File: src/inc/fech_defines.svh
// Constants for the enclosure command handler
`ifndef FECH_DEFINES_SVH
`define FECH_DEFINES_SVH

// ----------------------------------------
// Command unit layout
// ----------------------------------------
`define FECH_CMD_LAST    8'd31
`define FECH_LUN_FIRST   0
`define FECH_CNTL_FIRST  8
`define FECH_CDB_FIRST   12
`define FECH_DL_FIRST    28

// ----------------------------------------
// Control values and opcodes
// ----------------------------------------
`define FECH_CNTL_WRITE  32'h0000_0001
`define FECH_CNTL_READ   32'h0000_0002
`define FECH_OP_INQUIRY  8'h12
`define FECH_OP_RPT_LUN  8'ha0
`define FECH_OP_REQ_SNS  8'h03
`define FECH_OP_TUR      8'h00

// ----------------------------------------
// Response layout and status
// ----------------------------------------
`define FECH_RSP_HDR     8'h18
`define FECH_SNS_LEN     8'h12
`define FECH_INQ_LEN     8'h24
`define FECH_RLUN_LEN    8'h10
`define FECH_ST_GOOD     8'h00
`define FECH_ST_CHECK    8'h02
`define FECH_KEY_NONE    4'h0
`define FECH_KEY_NRDY    4'h2
`define FECH_KEY_ILLEGAL 4'h5
`define FECH_ASC_NONE    8'h00
`define FECH_ASC_NRDY    8'h04
`define FECH_ASC_BAD_OP  8'h20
`define FECH_ASC_BAD_FLD 8'h24
`define FECH_ASC_BAD_LUN 8'h25
`define FECH_PDT_ENCL    8'h0d
`define FECH_ENCSERV     8'h40

`endif

File: src/inc/fech_pkg.sv
// Types for the enclosure command handler
package fech_pkg;

    typedef enum logic [2:0] {
        ST_CMD,
        ST_EVAL,
        ST_XRDY,
        ST_DATA,
        ST_RSP
    } fech_state_t;

endpackage

File: src/rtl/fech_cmd_handler.sv
// Command unit parser, transfer sequencer and response builder
//
// Notes on behaviour
// - All-zero 8-byte LUN field addresses the local switch.
// - Control field 1 means write, 2 means read; others are invalid.
// - Bytes 12 to 27 carry the 16-byte command descriptor block.
// - Bytes 28 to 31 cap the data moved; never move more.
// - Transfer-ready is sent only once the data transfer can proceed.
// - A transfer-ready unit precedes every data unit.
// - Response: 8 reserved, status, residual, sense len, info len, data.
// - Status byte 2 bit1 sense valid, bit0 info valid; byte 3 SCSI code.
// - Underrun sets byte 2 bit 3, residual is bytes not moved.
// - Overrun sets byte 2 bit 2, residual is bytes dropped.
// - All reserved status bits read as zero.
// - Opcode 12h is inquiry, returning enclosure device information.
// - Opcode A0h is report LUN, listing attached logical units.
// - Opcode 03h is request sense, returning sense information.
// - Opcode 00h is test unit ready, reporting unit state.
// - The basic command set needs no feature unlock key.
// - Standard inquiry with nonzero page code gives check condition.
`timescale 1ns/100ps
`include "fech_defines.svh"

module fech_cmd_handler
    import fech_pkg::*;
(
    input  wire logic        clock,
    input  wire logic        rst,
    input  wire logic        cmd_valid,
    output logic             cmd_ready,
    input  wire logic [7:0]  cmd_data,
    input  wire logic        unit_ready,
    output logic             xrdy_valid,
    input  wire logic        xrdy_ready,
    output logic [31:0]      xrdy_len,
    output logic             dout_valid,
    input  wire logic        dout_ready,
    output logic [7:0]       dout_data,
    output logic             dout_last,
    output logic             rsp_valid,
    input  wire logic        rsp_ready,
    output logic [7:0]       rsp_data,
    output logic             rsp_last
);

    // ----------------------------------------
    // State
    // ----------------------------------------
    fech_state_t state_q, state_d;
    logic [7:0]  cmd_q [0:31];
    logic [7:0]  cmd_d [0:31];
    logic [7:0]  cnt_q, cnt_d;
    logic [7:0]  len_q, len_d;
    logic [7:0]  obyte_q, obyte_d;
    logic [7:0]  scsi_q, scsi_d;
    logic        under_q, under_d;
    logic        over_q, over_d;
    logic        sns_q, sns_d;
    logic [31:0] resid_q, resid_d;
    logic [3:0]  key_q, key_d;
    logic [7:0]  asc_q, asc_d;
    logic [7:0]  op_q, op_d;

    // ----------------------------------------
    // Field views of the held command
    // ----------------------------------------
    logic        lun_zero;
    logic [31:0] cntl;
    logic [31:0] dl;
    logic [7:0]  op;
    logic [7:0]  page;
    logic        evpd;
    logic        cmddt;
    logic        cntl_ok;
    logic [7:0]  rsp_n;

    assign lun_zero = {cmd_q[0], cmd_q[1], cmd_q[2], cmd_q[3],
                       cmd_q[4], cmd_q[5], cmd_q[6], cmd_q[7]}
                      == 64'h0;
    assign cntl = {cmd_q[`FECH_CNTL_FIRST], cmd_q[`FECH_CNTL_FIRST+1],
                   cmd_q[`FECH_CNTL_FIRST+2], cmd_q[`FECH_CNTL_FIRST+3]};
    assign dl = {cmd_q[`FECH_DL_FIRST], cmd_q[`FECH_DL_FIRST+1],
                 cmd_q[`FECH_DL_FIRST+2], cmd_q[`FECH_DL_FIRST+3]};
    assign op = cmd_q[`FECH_CDB_FIRST];
    assign evpd = cmd_q[`FECH_CDB_FIRST+1][0];
    assign cmddt = cmd_q[`FECH_CDB_FIRST+1][1];
    assign page = cmd_q[`FECH_CDB_FIRST+2];
    assign cntl_ok = (cntl == `FECH_CNTL_WRITE)
                  || (cntl == `FECH_CNTL_READ);
    assign rsp_n = sns_q ? (`FECH_RSP_HDR + `FECH_SNS_LEN)
                         : `FECH_RSP_HDR;

    // ----------------------------------------
    // Byte builders
    // ----------------------------------------
    function automatic logic [7:0] sense_byte(input logic [7:0] i,
                                              input logic [3:0] key,
                                              input logic [7:0] asc);
        case (i)
            8'h00:   sense_byte = 8'h70;
            8'h02:   sense_byte = {4'h0, key};
            8'h07:   sense_byte = 8'h0a;
            8'h0c:   sense_byte = asc;
            default: sense_byte = 8'h00;
        endcase
    endfunction

    function automatic logic [7:0] data_byte(input logic [7:0] i);
        data_byte = 8'h00;
        case (op_q)
            `FECH_OP_INQUIRY: begin
                if (i == 8'h00) data_byte = `FECH_PDT_ENCL;
                if (i == 8'h04) data_byte = `FECH_INQ_LEN - 8'h05;
                if (i == 8'h06) data_byte = `FECH_ENCSERV;
            end
            // Only the local unit is listed: one 8-byte entry of zero
            `FECH_OP_RPT_LUN: begin
                if (i == 8'h03) data_byte = 8'h08;
            end
            `FECH_OP_REQ_SNS: begin
                data_byte = sense_byte(i, key_q, asc_q);
            end
            default: data_byte = 8'h00;
        endcase
    endfunction

    function automatic logic [7:0] rsp_byte(input logic [7:0] i);
        rsp_byte = 8'h00;
        case (i)
            8'h0a: rsp_byte = {4'h0, under_q, over_q,
                               sns_q, 1'b0};
            8'h0b: rsp_byte = scsi_q;
            8'h0c: rsp_byte = resid_q[31:24];
            8'h0d: rsp_byte = resid_q[23:16];
            8'h0e: rsp_byte = resid_q[15:8];
            8'h0f: rsp_byte = resid_q[7:0];
            8'h13: rsp_byte = sns_q ? `FECH_SNS_LEN : 8'h00;
            default: begin
                if (i >= `FECH_RSP_HDR) begin
                    rsp_byte = sense_byte(i - `FECH_RSP_HDR,
                                          key_q, asc_q);
                end
            end
        endcase
    endfunction

    // ----------------------------------------
    // Decode of a complete command
    // ----------------------------------------
    logic        ev_chk;
    logic [3:0]  ev_key;
    logic [7:0]  ev_asc;
    logic [31:0] ev_nat;

    // No unlock key input: the basic set is always served
    always_comb begin
        ev_chk = 1'b1;
        ev_key = `FECH_KEY_ILLEGAL;
        ev_asc = `FECH_ASC_NONE;
        ev_nat = 32'h0;
        if (!lun_zero) begin
            ev_asc = `FECH_ASC_BAD_LUN;
        end else if (!cntl_ok) begin
            ev_asc = `FECH_ASC_BAD_FLD;
        end else begin
            case (op)
                `FECH_OP_INQUIRY: begin
                    if (!evpd && !cmddt && page != 8'h00) begin
                        ev_asc = `FECH_ASC_BAD_FLD;
                    end else begin
                        ev_chk = 1'b0;
                        ev_nat = {24'h0, `FECH_INQ_LEN};
                    end
                end
                `FECH_OP_RPT_LUN: begin
                    ev_chk = 1'b0;
                    ev_nat = {24'h0, `FECH_RLUN_LEN};
                end
                `FECH_OP_REQ_SNS: begin
                    ev_chk = 1'b0;
                    ev_nat = {24'h0, `FECH_SNS_LEN};
                end
                `FECH_OP_TUR: begin
                    ev_chk = !unit_ready;
                    ev_key = `FECH_KEY_NRDY;
                    ev_asc = `FECH_ASC_NRDY;
                end
                default: ev_asc = `FECH_ASC_BAD_OP;
            endcase
        end
        // A write carries nothing for these commands
        if (cntl == `FECH_CNTL_WRITE) ev_nat = 32'h0;
    end

    // ----------------------------------------
    // Sequencer
    // ----------------------------------------
    always_comb begin
        state_d = state_q;
        cmd_d = cmd_q;
        cnt_d = cnt_q;
        len_d = len_q;
        scsi_d = scsi_q;
        under_d = under_q;
        over_d = over_q;
        sns_d = sns_q;
        resid_d = resid_q;
        key_d = key_q;
        asc_d = asc_q;
        op_d = op_q;
        case (state_q)
            ST_CMD: begin
                if (cmd_valid) begin
                    cmd_d[cnt_q[4:0]] = cmd_data;
                    cnt_d = cnt_q + 8'h01;
                    if (cnt_q == `FECH_CMD_LAST) begin
                        cnt_d = 8'h00;
                        state_d = ST_EVAL;
                    end
                end
            end
            ST_EVAL: begin
                op_d = op;
                under_d = 1'b0;
                over_d = 1'b0;
                resid_d = 32'h0;
                len_d = 8'h00;
                sns_d = ev_chk;
                scsi_d = ev_chk ? `FECH_ST_CHECK : `FECH_ST_GOOD;
                if (ev_chk) begin
                    key_d = ev_key;
                    asc_d = ev_asc;
                end else if (dl > ev_nat) begin
                    under_d = 1'b1;
                    resid_d = dl - ev_nat;
                    len_d = ev_nat[7:0];
                end else begin
                    over_d = ev_nat > dl;
                    resid_d = ev_nat - dl;
                    len_d = dl[7:0];
                end
                state_d = (!ev_chk && len_d != 8'h00) ? ST_XRDY : ST_RSP;
            end
            ST_XRDY: begin
                if (xrdy_ready) state_d = ST_DATA;
            end
            ST_DATA: begin
                if (dout_ready) begin
                    cnt_d = cnt_q + 8'h01;
                    if (dout_last) begin
                        cnt_d = 8'h00;
                        state_d = ST_RSP;
                    end
                end
            end
            ST_RSP: begin
                if (rsp_ready) begin
                    cnt_d = cnt_q + 8'h01;
                    if (rsp_last) begin
                        cnt_d = 8'h00;
                        state_d = ST_CMD;
                        // Sense is consumed once it has been reported
                        if (op_q == `FECH_OP_REQ_SNS || sns_q) begin
                            key_d = `FECH_KEY_NONE;
                            asc_d = `FECH_ASC_NONE;
                        end
                    end
                end
            end
            default: state_d = ST_CMD;
        endcase
        // Output byte is prepared one cycle ahead so data leaves a flop
        obyte_d = (state_d == ST_DATA) ? data_byte(cnt_d)
                                       : rsp_byte(cnt_d);
    end

    always_ff @(posedge clock) begin
        cmd_q <= cmd_d;
        if (rst) begin
            state_q <= ST_CMD;
            cnt_q <= 8'h00;
            len_q <= 8'h00;
            obyte_q <= 8'h00;
            scsi_q <= `FECH_ST_GOOD;
            under_q <= 1'b0;
            over_q <= 1'b0;
            sns_q <= 1'b0;
            resid_q <= 32'h0;
            key_q <= `FECH_KEY_NONE;
            asc_q <= `FECH_ASC_NONE;
            op_q <= `FECH_OP_TUR;
        end else begin
            state_q <= state_d;
            cnt_q <= cnt_d;
            len_q <= len_d;
            obyte_q <= obyte_d;
            scsi_q <= scsi_d;
            under_q <= under_d;
            over_q <= over_d;
            sns_q <= sns_d;
            resid_q <= resid_d;
            key_q <= key_d;
            asc_q <= asc_d;
            op_q <= op_d;
        end
    end

    // ----------------------------------------
    // Ports
    // ----------------------------------------
    assign cmd_ready = state_q == ST_CMD;
    assign xrdy_valid = state_q == ST_XRDY;
    assign xrdy_len = {24'h0, len_q};
    assign dout_valid = state_q == ST_DATA;
    assign dout_data = obyte_q;
    assign dout_last = dout_valid && (cnt_q == len_q - 8'h01);
    assign rsp_valid = state_q == ST_RSP;
    assign rsp_data = obyte_q;
    assign rsp_last = rsp_valid && (cnt_q == rsp_n - 8'h01);
endmodule // fech_cmd_handler

File: config.mk
export PLATFORM = sky130hd
export DESIGN_NAME = fech_cmd_handler
export DESIGN_NICKNAME = d
export VERILOG_FILES = /design/src/inc/fech_pkg.sv /design/src/rtl/fech_cmd_handler.sv
export VERILOG_INCLUDE_DIRS = /design/src /design/src/inc
export SDC_FILE = /design/constraint.sdc
export NUM_CORES = 1
export LEC_CHECK = 0
export ABC_AREA = 1
export BUFFER_PORTS_ARGS = -buffer_cell sky130_fd_sc_hd__buf_4
export CORE_MARGIN = 2
export CORE_UTILIZATION = 40
export DETAILED_ROUTE_END_ITERATION = 7
export SYNTH_ARGS = -nofsm -noshare
export SYNTH_HDL_FRONTEND = slang
export SYNTH_SLANG_ARGS = --single-unit
export TNS_END_PERCENT = 30
File: constraint.sdc
create_clock -name clock -period 7.4 [get_ports clock]
set_input_delay 0.37 -clock clock [delete_from_list [all_inputs] [get_ports clock]]
set_output_delay 0.37 -clock clock [all_outputs]
set_load 0.05 [all_outputs]
After elaboration in Yosys (flattened, before gate mapping)
Cells that the tools add are included.

word-level totals
  bits of input ports = 15
  bits in latches = 0
  bits in writable memories = 0
  flip-flop bits (word level) = 346
  memories = 0
  bits in read-only memories = 0
  output and inout port bits = 54

cells by class
  reductions and logical operators = 23
  eq/ne operators = 35
  shift operators = 0
  divide/modulo/power cells = 0
  bitwise operators = 1
  $add $sub $neg = 6
  mux-type cells = 67
  multipliers = 0
  order comparisons = 5

operators with widths
  kind                                                   count
  bitwise mux 256 bit                                    1
  two-way mux 8 bit                                      18
  two-way mux 32 bit                                     3
  greater-than comparator 32 bit                         2
  logical NOT 64 bit                                     1
  one-hot mux 8 bit (4 select lines)                     2
  subtractor 32 bit                                      2
  equality test 8 x 4 -> 1 bit (second input constant)   7
  one-hot mux 8 bit (7 select lines)                     1
  one-hot mux 8 bit (3 select lines)                     2
  two-way mux 6 bit                                      7
  demux 8 bit (select 5 bit)                             1
  equality test 8 x 2 -> 1 bit (second input constant)   5
  one-hot mux 6 bit (3 select lines)                     2
  two-way mux 3 bit                                      11
  equality test 32 x 1 -> 1 bit (second input constant)  1
  equality test 32 x 2 -> 1 bit (second input constant)  1
  equality test 8 x 3 -> 1 bit (second input constant)   4
  equality test 8 x 5 -> 1 bit (second input constant)   4
  logical NOT 8 bit                                      3
  two-way mux 4 bit                                      6
  equality test 8 bit                                    2
  equality test 8 bit (second input constant)            2
  one-hot mux 8 bit (2 select lines)                     1
  28 further kinds                                       48

Longest topological paths before layout
  depth in word-level cells = 18
  mapped depth = 26

Worst setup path after synthesis
OpenSTA, ideal clock, no wires.

  path kind = reg2reg
  start point = reg cmd_q[163] (netlist name)
  end point = reg resid_q[22]
  setup time = 132 ps
  slack = 3,687 ps
  arrival = 3,581 ps
  stages on the path, launching flop included = 21
  clock period less this slack = 3,713 ps
  buffers on the path = 3
  path through = edfxtp_1 or2_1 nor4_1 o21ai_1 nor3_2 nand2_1 nor2_1 ha_1 buf_2 a21oi_1 inv_1 nor2_1 o21ai_1 nor2_1 nand2_1 nand2_1 buf_2 buf_2 nand2_1 o2111ai_1 a21oi_1

between the ends
  cells in the longest elaborated chain, start to end = 8
  elaborated cells between the ends (all ways) = 13
  those cells by class = add/sub: 2; order compare: 1; eq/ne: 2; mux: 7; reduce/logical: 1

RTL lines
  item                                                                                             line                     text
  from (decl)                                                                                      fech_cmd_handler.sv:50   logic [7:0] cmd_q [0:31];
  from (signal assigned)                                                                           fech_cmd_handler.sv:278  cmd_q <= cmd_d;
  equality test 32 x 1 -> 1 bit (no line) / equality test 32 x 2 -> 1 bit (equally long branches)  --
  logical OR 1 bit                                                                                 fech_cmd_handler.sv:88   assign cntl_ok = (cntl == `FECH_CNTL_WRITE)
  two-way mux 6 bit                                                                                fech_cmd_handler.sv:163  end else if (!cntl_ok) begin
  two-way mux 6 bit                                                                                fech_cmd_handler.sv:161  if (!lun_zero) begin
  two-way mux 32 bit                                                                               fech_cmd_handler.sv:192  if (cntl == `FECH_CNTL_WRITE) ev_nat = 32'h0;
  subtractor 32 bit (tied with other cells)                                                        fech_cmd_handler.sv:239  resid_d = ev_nat - dl;
  two-way mux 32 bit                                                                               fech_cmd_handler.sv:233  end else if (dl > ev_nat) begin
  two-way mux 32 bit *                                                                             fech_cmd_handler.sv:230  if (ev_chk) begin
  to (signal assigned)                                                                             fech_cmd_handler.sv:301  resid_q <= resid_d;
  to (decl)                                                                                        fech_cmd_handler.sv:59   logic [31:0] resid_q, resid_d;

Every way passes the cells marked *; elsewhere a longest branch is shown, timed or not.
A chain may end at the register's enable or synchronous reset.

Worst setup path in the final report
  start point = reg cmd_q[163] (netlist name)
  end point = reg resid_q[31]

The elaborated chain is that of the path after synthesis.

==> metrics.md <==
| Metric | Value |
|---|---|
| Nets | 1323 |
| Worst Hold End | state_q[0] |
| Die outline height | 169.7 um |
| Worst-case vdd ir drop | 0.2684 mV |
| Async SR Flop Fraction | 0% |
| Max Fanout on Critical Path | 33 |
| CTS tree | built |
| Slew at the pin with the worst max-slew slack | 1.179 ns |
| Starting Density | 40.76% |
| Routability cong. | 0.9405 |
| Hpwl dp | 19860 um |
| Root Driver | clkbuf_16 |
| Final hold violations | 0 |
| Share of layout cells above drive strength 1 | 10.54% |
| Clk sinks | 221 |
| CTS max path bufs | 3 |
| Htree depth | 1 |
| RSZ-0062 raised after global routing | no |
| Worst skew pair latency | 0.53 ns |
| Final min period | 4.657 ns |
| Yosys warns | 0 |
| Post-CTS Resized | 0 |
| Reg-to-reg slack, setup | 2.74 ns |
| Core area | 26950 um^2 |
| Final setup violation count | 0 |
| Drt first pass iters | 5 |
| Fin crit share | 62.93% |
| Min-Delay Path Depth | 3 |
| Via count | 8557 |
| Post CTS Setup Buffer Count | 0 |
| Worst hold path class | in -> reg |
| Top-level port count | 69 |
| Rel. slew slack | 20.77% |
| Number of synthesized flops with an enable pin | 146 |
| Initial antenna violation count | 0 |
| DIE AREA | 28800 um^2 |
| CP arrival | 5.11 ns |
| Synth-to-layout area growth | 11.82% |
| Tot GR Track Use | 19.30% |
| Highest Clock Rate | 214.7 MHz |
| R2r worst-path depth | 23 |
| Commonest non-fill, non-tap cell in the layout | nand2_1 |
| Hold buffer count at CTS | 0 |
| Worst setup path class | reg -> reg |
| Row cnt | 60 |
| Vias in the first global route | 8068 |
| RR Startpoint | cmd_q[163] |
| Crit start category | register |
| Worst r2r dst | resid_q[31] |
| Routed WL | 27630 um |
| Setup tns final | 0 ns |
| Syn Area/Cell | 8.760 um^2 |
| Clk slew on worst S/H paths | 0.06 ns |
| Synth unique cells | 50 |
| Tot Pwr | 2.586 mW |
| Synth Register Bits | 221 |
| Clock Skew | 0.01317 ns |
| HP Start | xrdy_ready |
| Worst hold margin | 0.1956 ns |
| Slew Limit Fails | 0 |
| Vias per Instance | 5.186 |
| Post-route DRC | 0 |
| WL met1 | 13210 um |
| MaxCap Viol Count | 0 |
| Largest net degree at the start of global routing | 54 |
| Drt wl/cell | 16.74 um |
| Post-Syn Area | 10990 um^2 |
| Detail Route Antenna Nets | 0 |
| Mapped Cells | 1254 |
| Fill cell count | 2618 |
| Worst setup EP type | register |
| Power Dens Cells | 210.5 nW/um^2 |
| First-pass GRT wire length | 43300 um |
| CTS buffer count | 24 |
| Most frequent cells in the layout | 230 x nand2_1, 161 x nor2_1, 146 x edfxtp_1, 141 x inv_1, 92 x nand3_1 |
| Detail Route met3 WL | 1355 um |
| Status | complete, no violations |
| Ys flop type | edfxtp_1 |
| Leak | 4.663 nW |
| Met2 wire length | 12500 um |
| Port bufs | 44 |
| CP Data Required Time | 7.85 ns |
| Diodes inserted | 0 |
| Initial DRC Count | 888 |
| Die span in x | 169.7 um |
| GRT overflow | 0 |
| Register area share after synthesis | 53.58% |
| Max Used Layer | met4 |
[logic make-up (layout without fill, tap and decap cells)]
| family | Yosys count | after routing | share of synthesized area, % |
|---|---|---|---|
| adder cells (fa/ha/maj) | 16 | 16 | 1.959 |
| flip-flops | 221 | 221 | 53.58 |
| buffers and inverters | 213 | 245 | 8.576 |
| AND/OR/NAND/NOR | 611 | 611 | 25.27 |
| AO/OA/AOI/OAI | 168 | 168 | 8.667 |
| XOR/XNOR | 24 | 24 | 1.914 |
| other | 1 | 24 | 0.03414 |
[flip-flops by register name, summed over array words and instances (netlist names)]
name       cells
op_q           8
dout_data      8
cnt_q          8
page           8
resid_q       32
state_q        3
key_q          2
cmd_q        130
asc_q          3
op             8
under_q        1
len_q          8
over_q         1
scsi_q         1
[worst max path at each step]
stage	from	to	slack [ns]	depth (start not counted)
after floorplan	cmd_q[163]	resid_q[22]	3.69	20
after global placement	cmd_q[183]	resid_q[31]	3.00	24
after detailed placement	cmd_q[216]	resid_q[31]	2.85	24
after CTS	cmd_q[216]	resid_q[31]	2.81	24
after global routing	cmd_q[181]	resid_q[31]	2.30	24
final	cmd_q[163]	resid_q[31]	2.74	23
[metal layers]
layer,track usage (%),vias to the layer above
li1,-,4260
met1,27.22,4032
met2,31.39,228
met3,2.938,37
met4,4.571,0
met5,0,-
[area by class of cell]
type	count	area (um^2)	area share, %
sequential	221	5886	47.91
timing repair buffer	49	367.9	2.994
tap	341	426.7	3.473
inverter	153	574.3	4.675
clock buffer	30	643.1	5.235
clock inverter	13	137.6	1.120
multi-input combinational	843	4249	34.59
[stage by stage]
| stage | setup WS, ns | utilization [%] | cells | cell area [um^2] |
|---|---|---|---|---|
| finish | 2.743 | 45.58 | 1650 | 12280 |
| global route | 2.305 | 45.58 | 1650 | 12280 |
| CTS | 2.813 | 45.58 | 1650 | 12280 |
| detailed placement | 2.848 | 42.68 | 1607 | 11500 |
| global placement | 2.999 | 42.68 | 1607 | 11500 |
| floorplan | 3.687 | - | 1277 | 11070 |
[where the power goes]
group          switching, mW  leakage (nW)  internal (mW)
Combinational         0.0783          2.37         0.0140
Clock                  0.481         0.372          0.687
Sequential           0.00355          1.92           1.32
[synthesized netlist by cell type, drive strengths merged (2+ instances only)]
cell type | number | area (um^2)
nor3 | 25 | 140.1
a31oi | 2 | 12.51
or2 | 5 | 31.28
o21ai | 58 | 294.0
o211ai | 6 | 45.04
nor4 | 26 | 162.7
nor2 | 176 | 711.9
nand2 | 241 | 952.2
nand4 | 35 | 219.0
xnor2 | 9 | 78.83
o2111ai | 7 | 61.31
a21o | 2 | 15.01
edfxtp | 146 | 4384
nand3b | 3 | 26.27
o21a | 2 | 15.01
inv | 153 | 574.3
clkbuf | 19 | 71.32
nand3 | 97 | 510.5
ha | 14 | 175.2
xor2 | 15 | 131.4
o22ai | 2 | 12.51
a21oi | 81 | 431.7
and2 | 2 | 15.02
a211oi | 3 | 22.52
fa | 2 | 40.04
dfxtp | 75 | 1501
buf | 41 | 296.5
[critical path: stages (launching register included)]
cell and delay [ns]:
edfxtp_1 0.35, or2_1 0.25, nor4_1 0.38, o21ai_1 0.13
nor3_2 0.36, nand2_1 0.19, nor2_1 0.32, ha_1 0.38
a21oi_1 0.20, inv_1 0.06, nor2_1 0.11, o21ai_1 0.13
nor2_1 0.21, nand2_1 0.10, nand2_1 0.07, buf_4 0.30
inv_2 0.19, nor2_1 0.16, inv_1 0.11, o21ai_1 0.15
nor3_1 0.10, a21oi_1 0.12, o21ai_1 0.08, a21oi_1 0.11
Power figures use the tool's default switching activity.
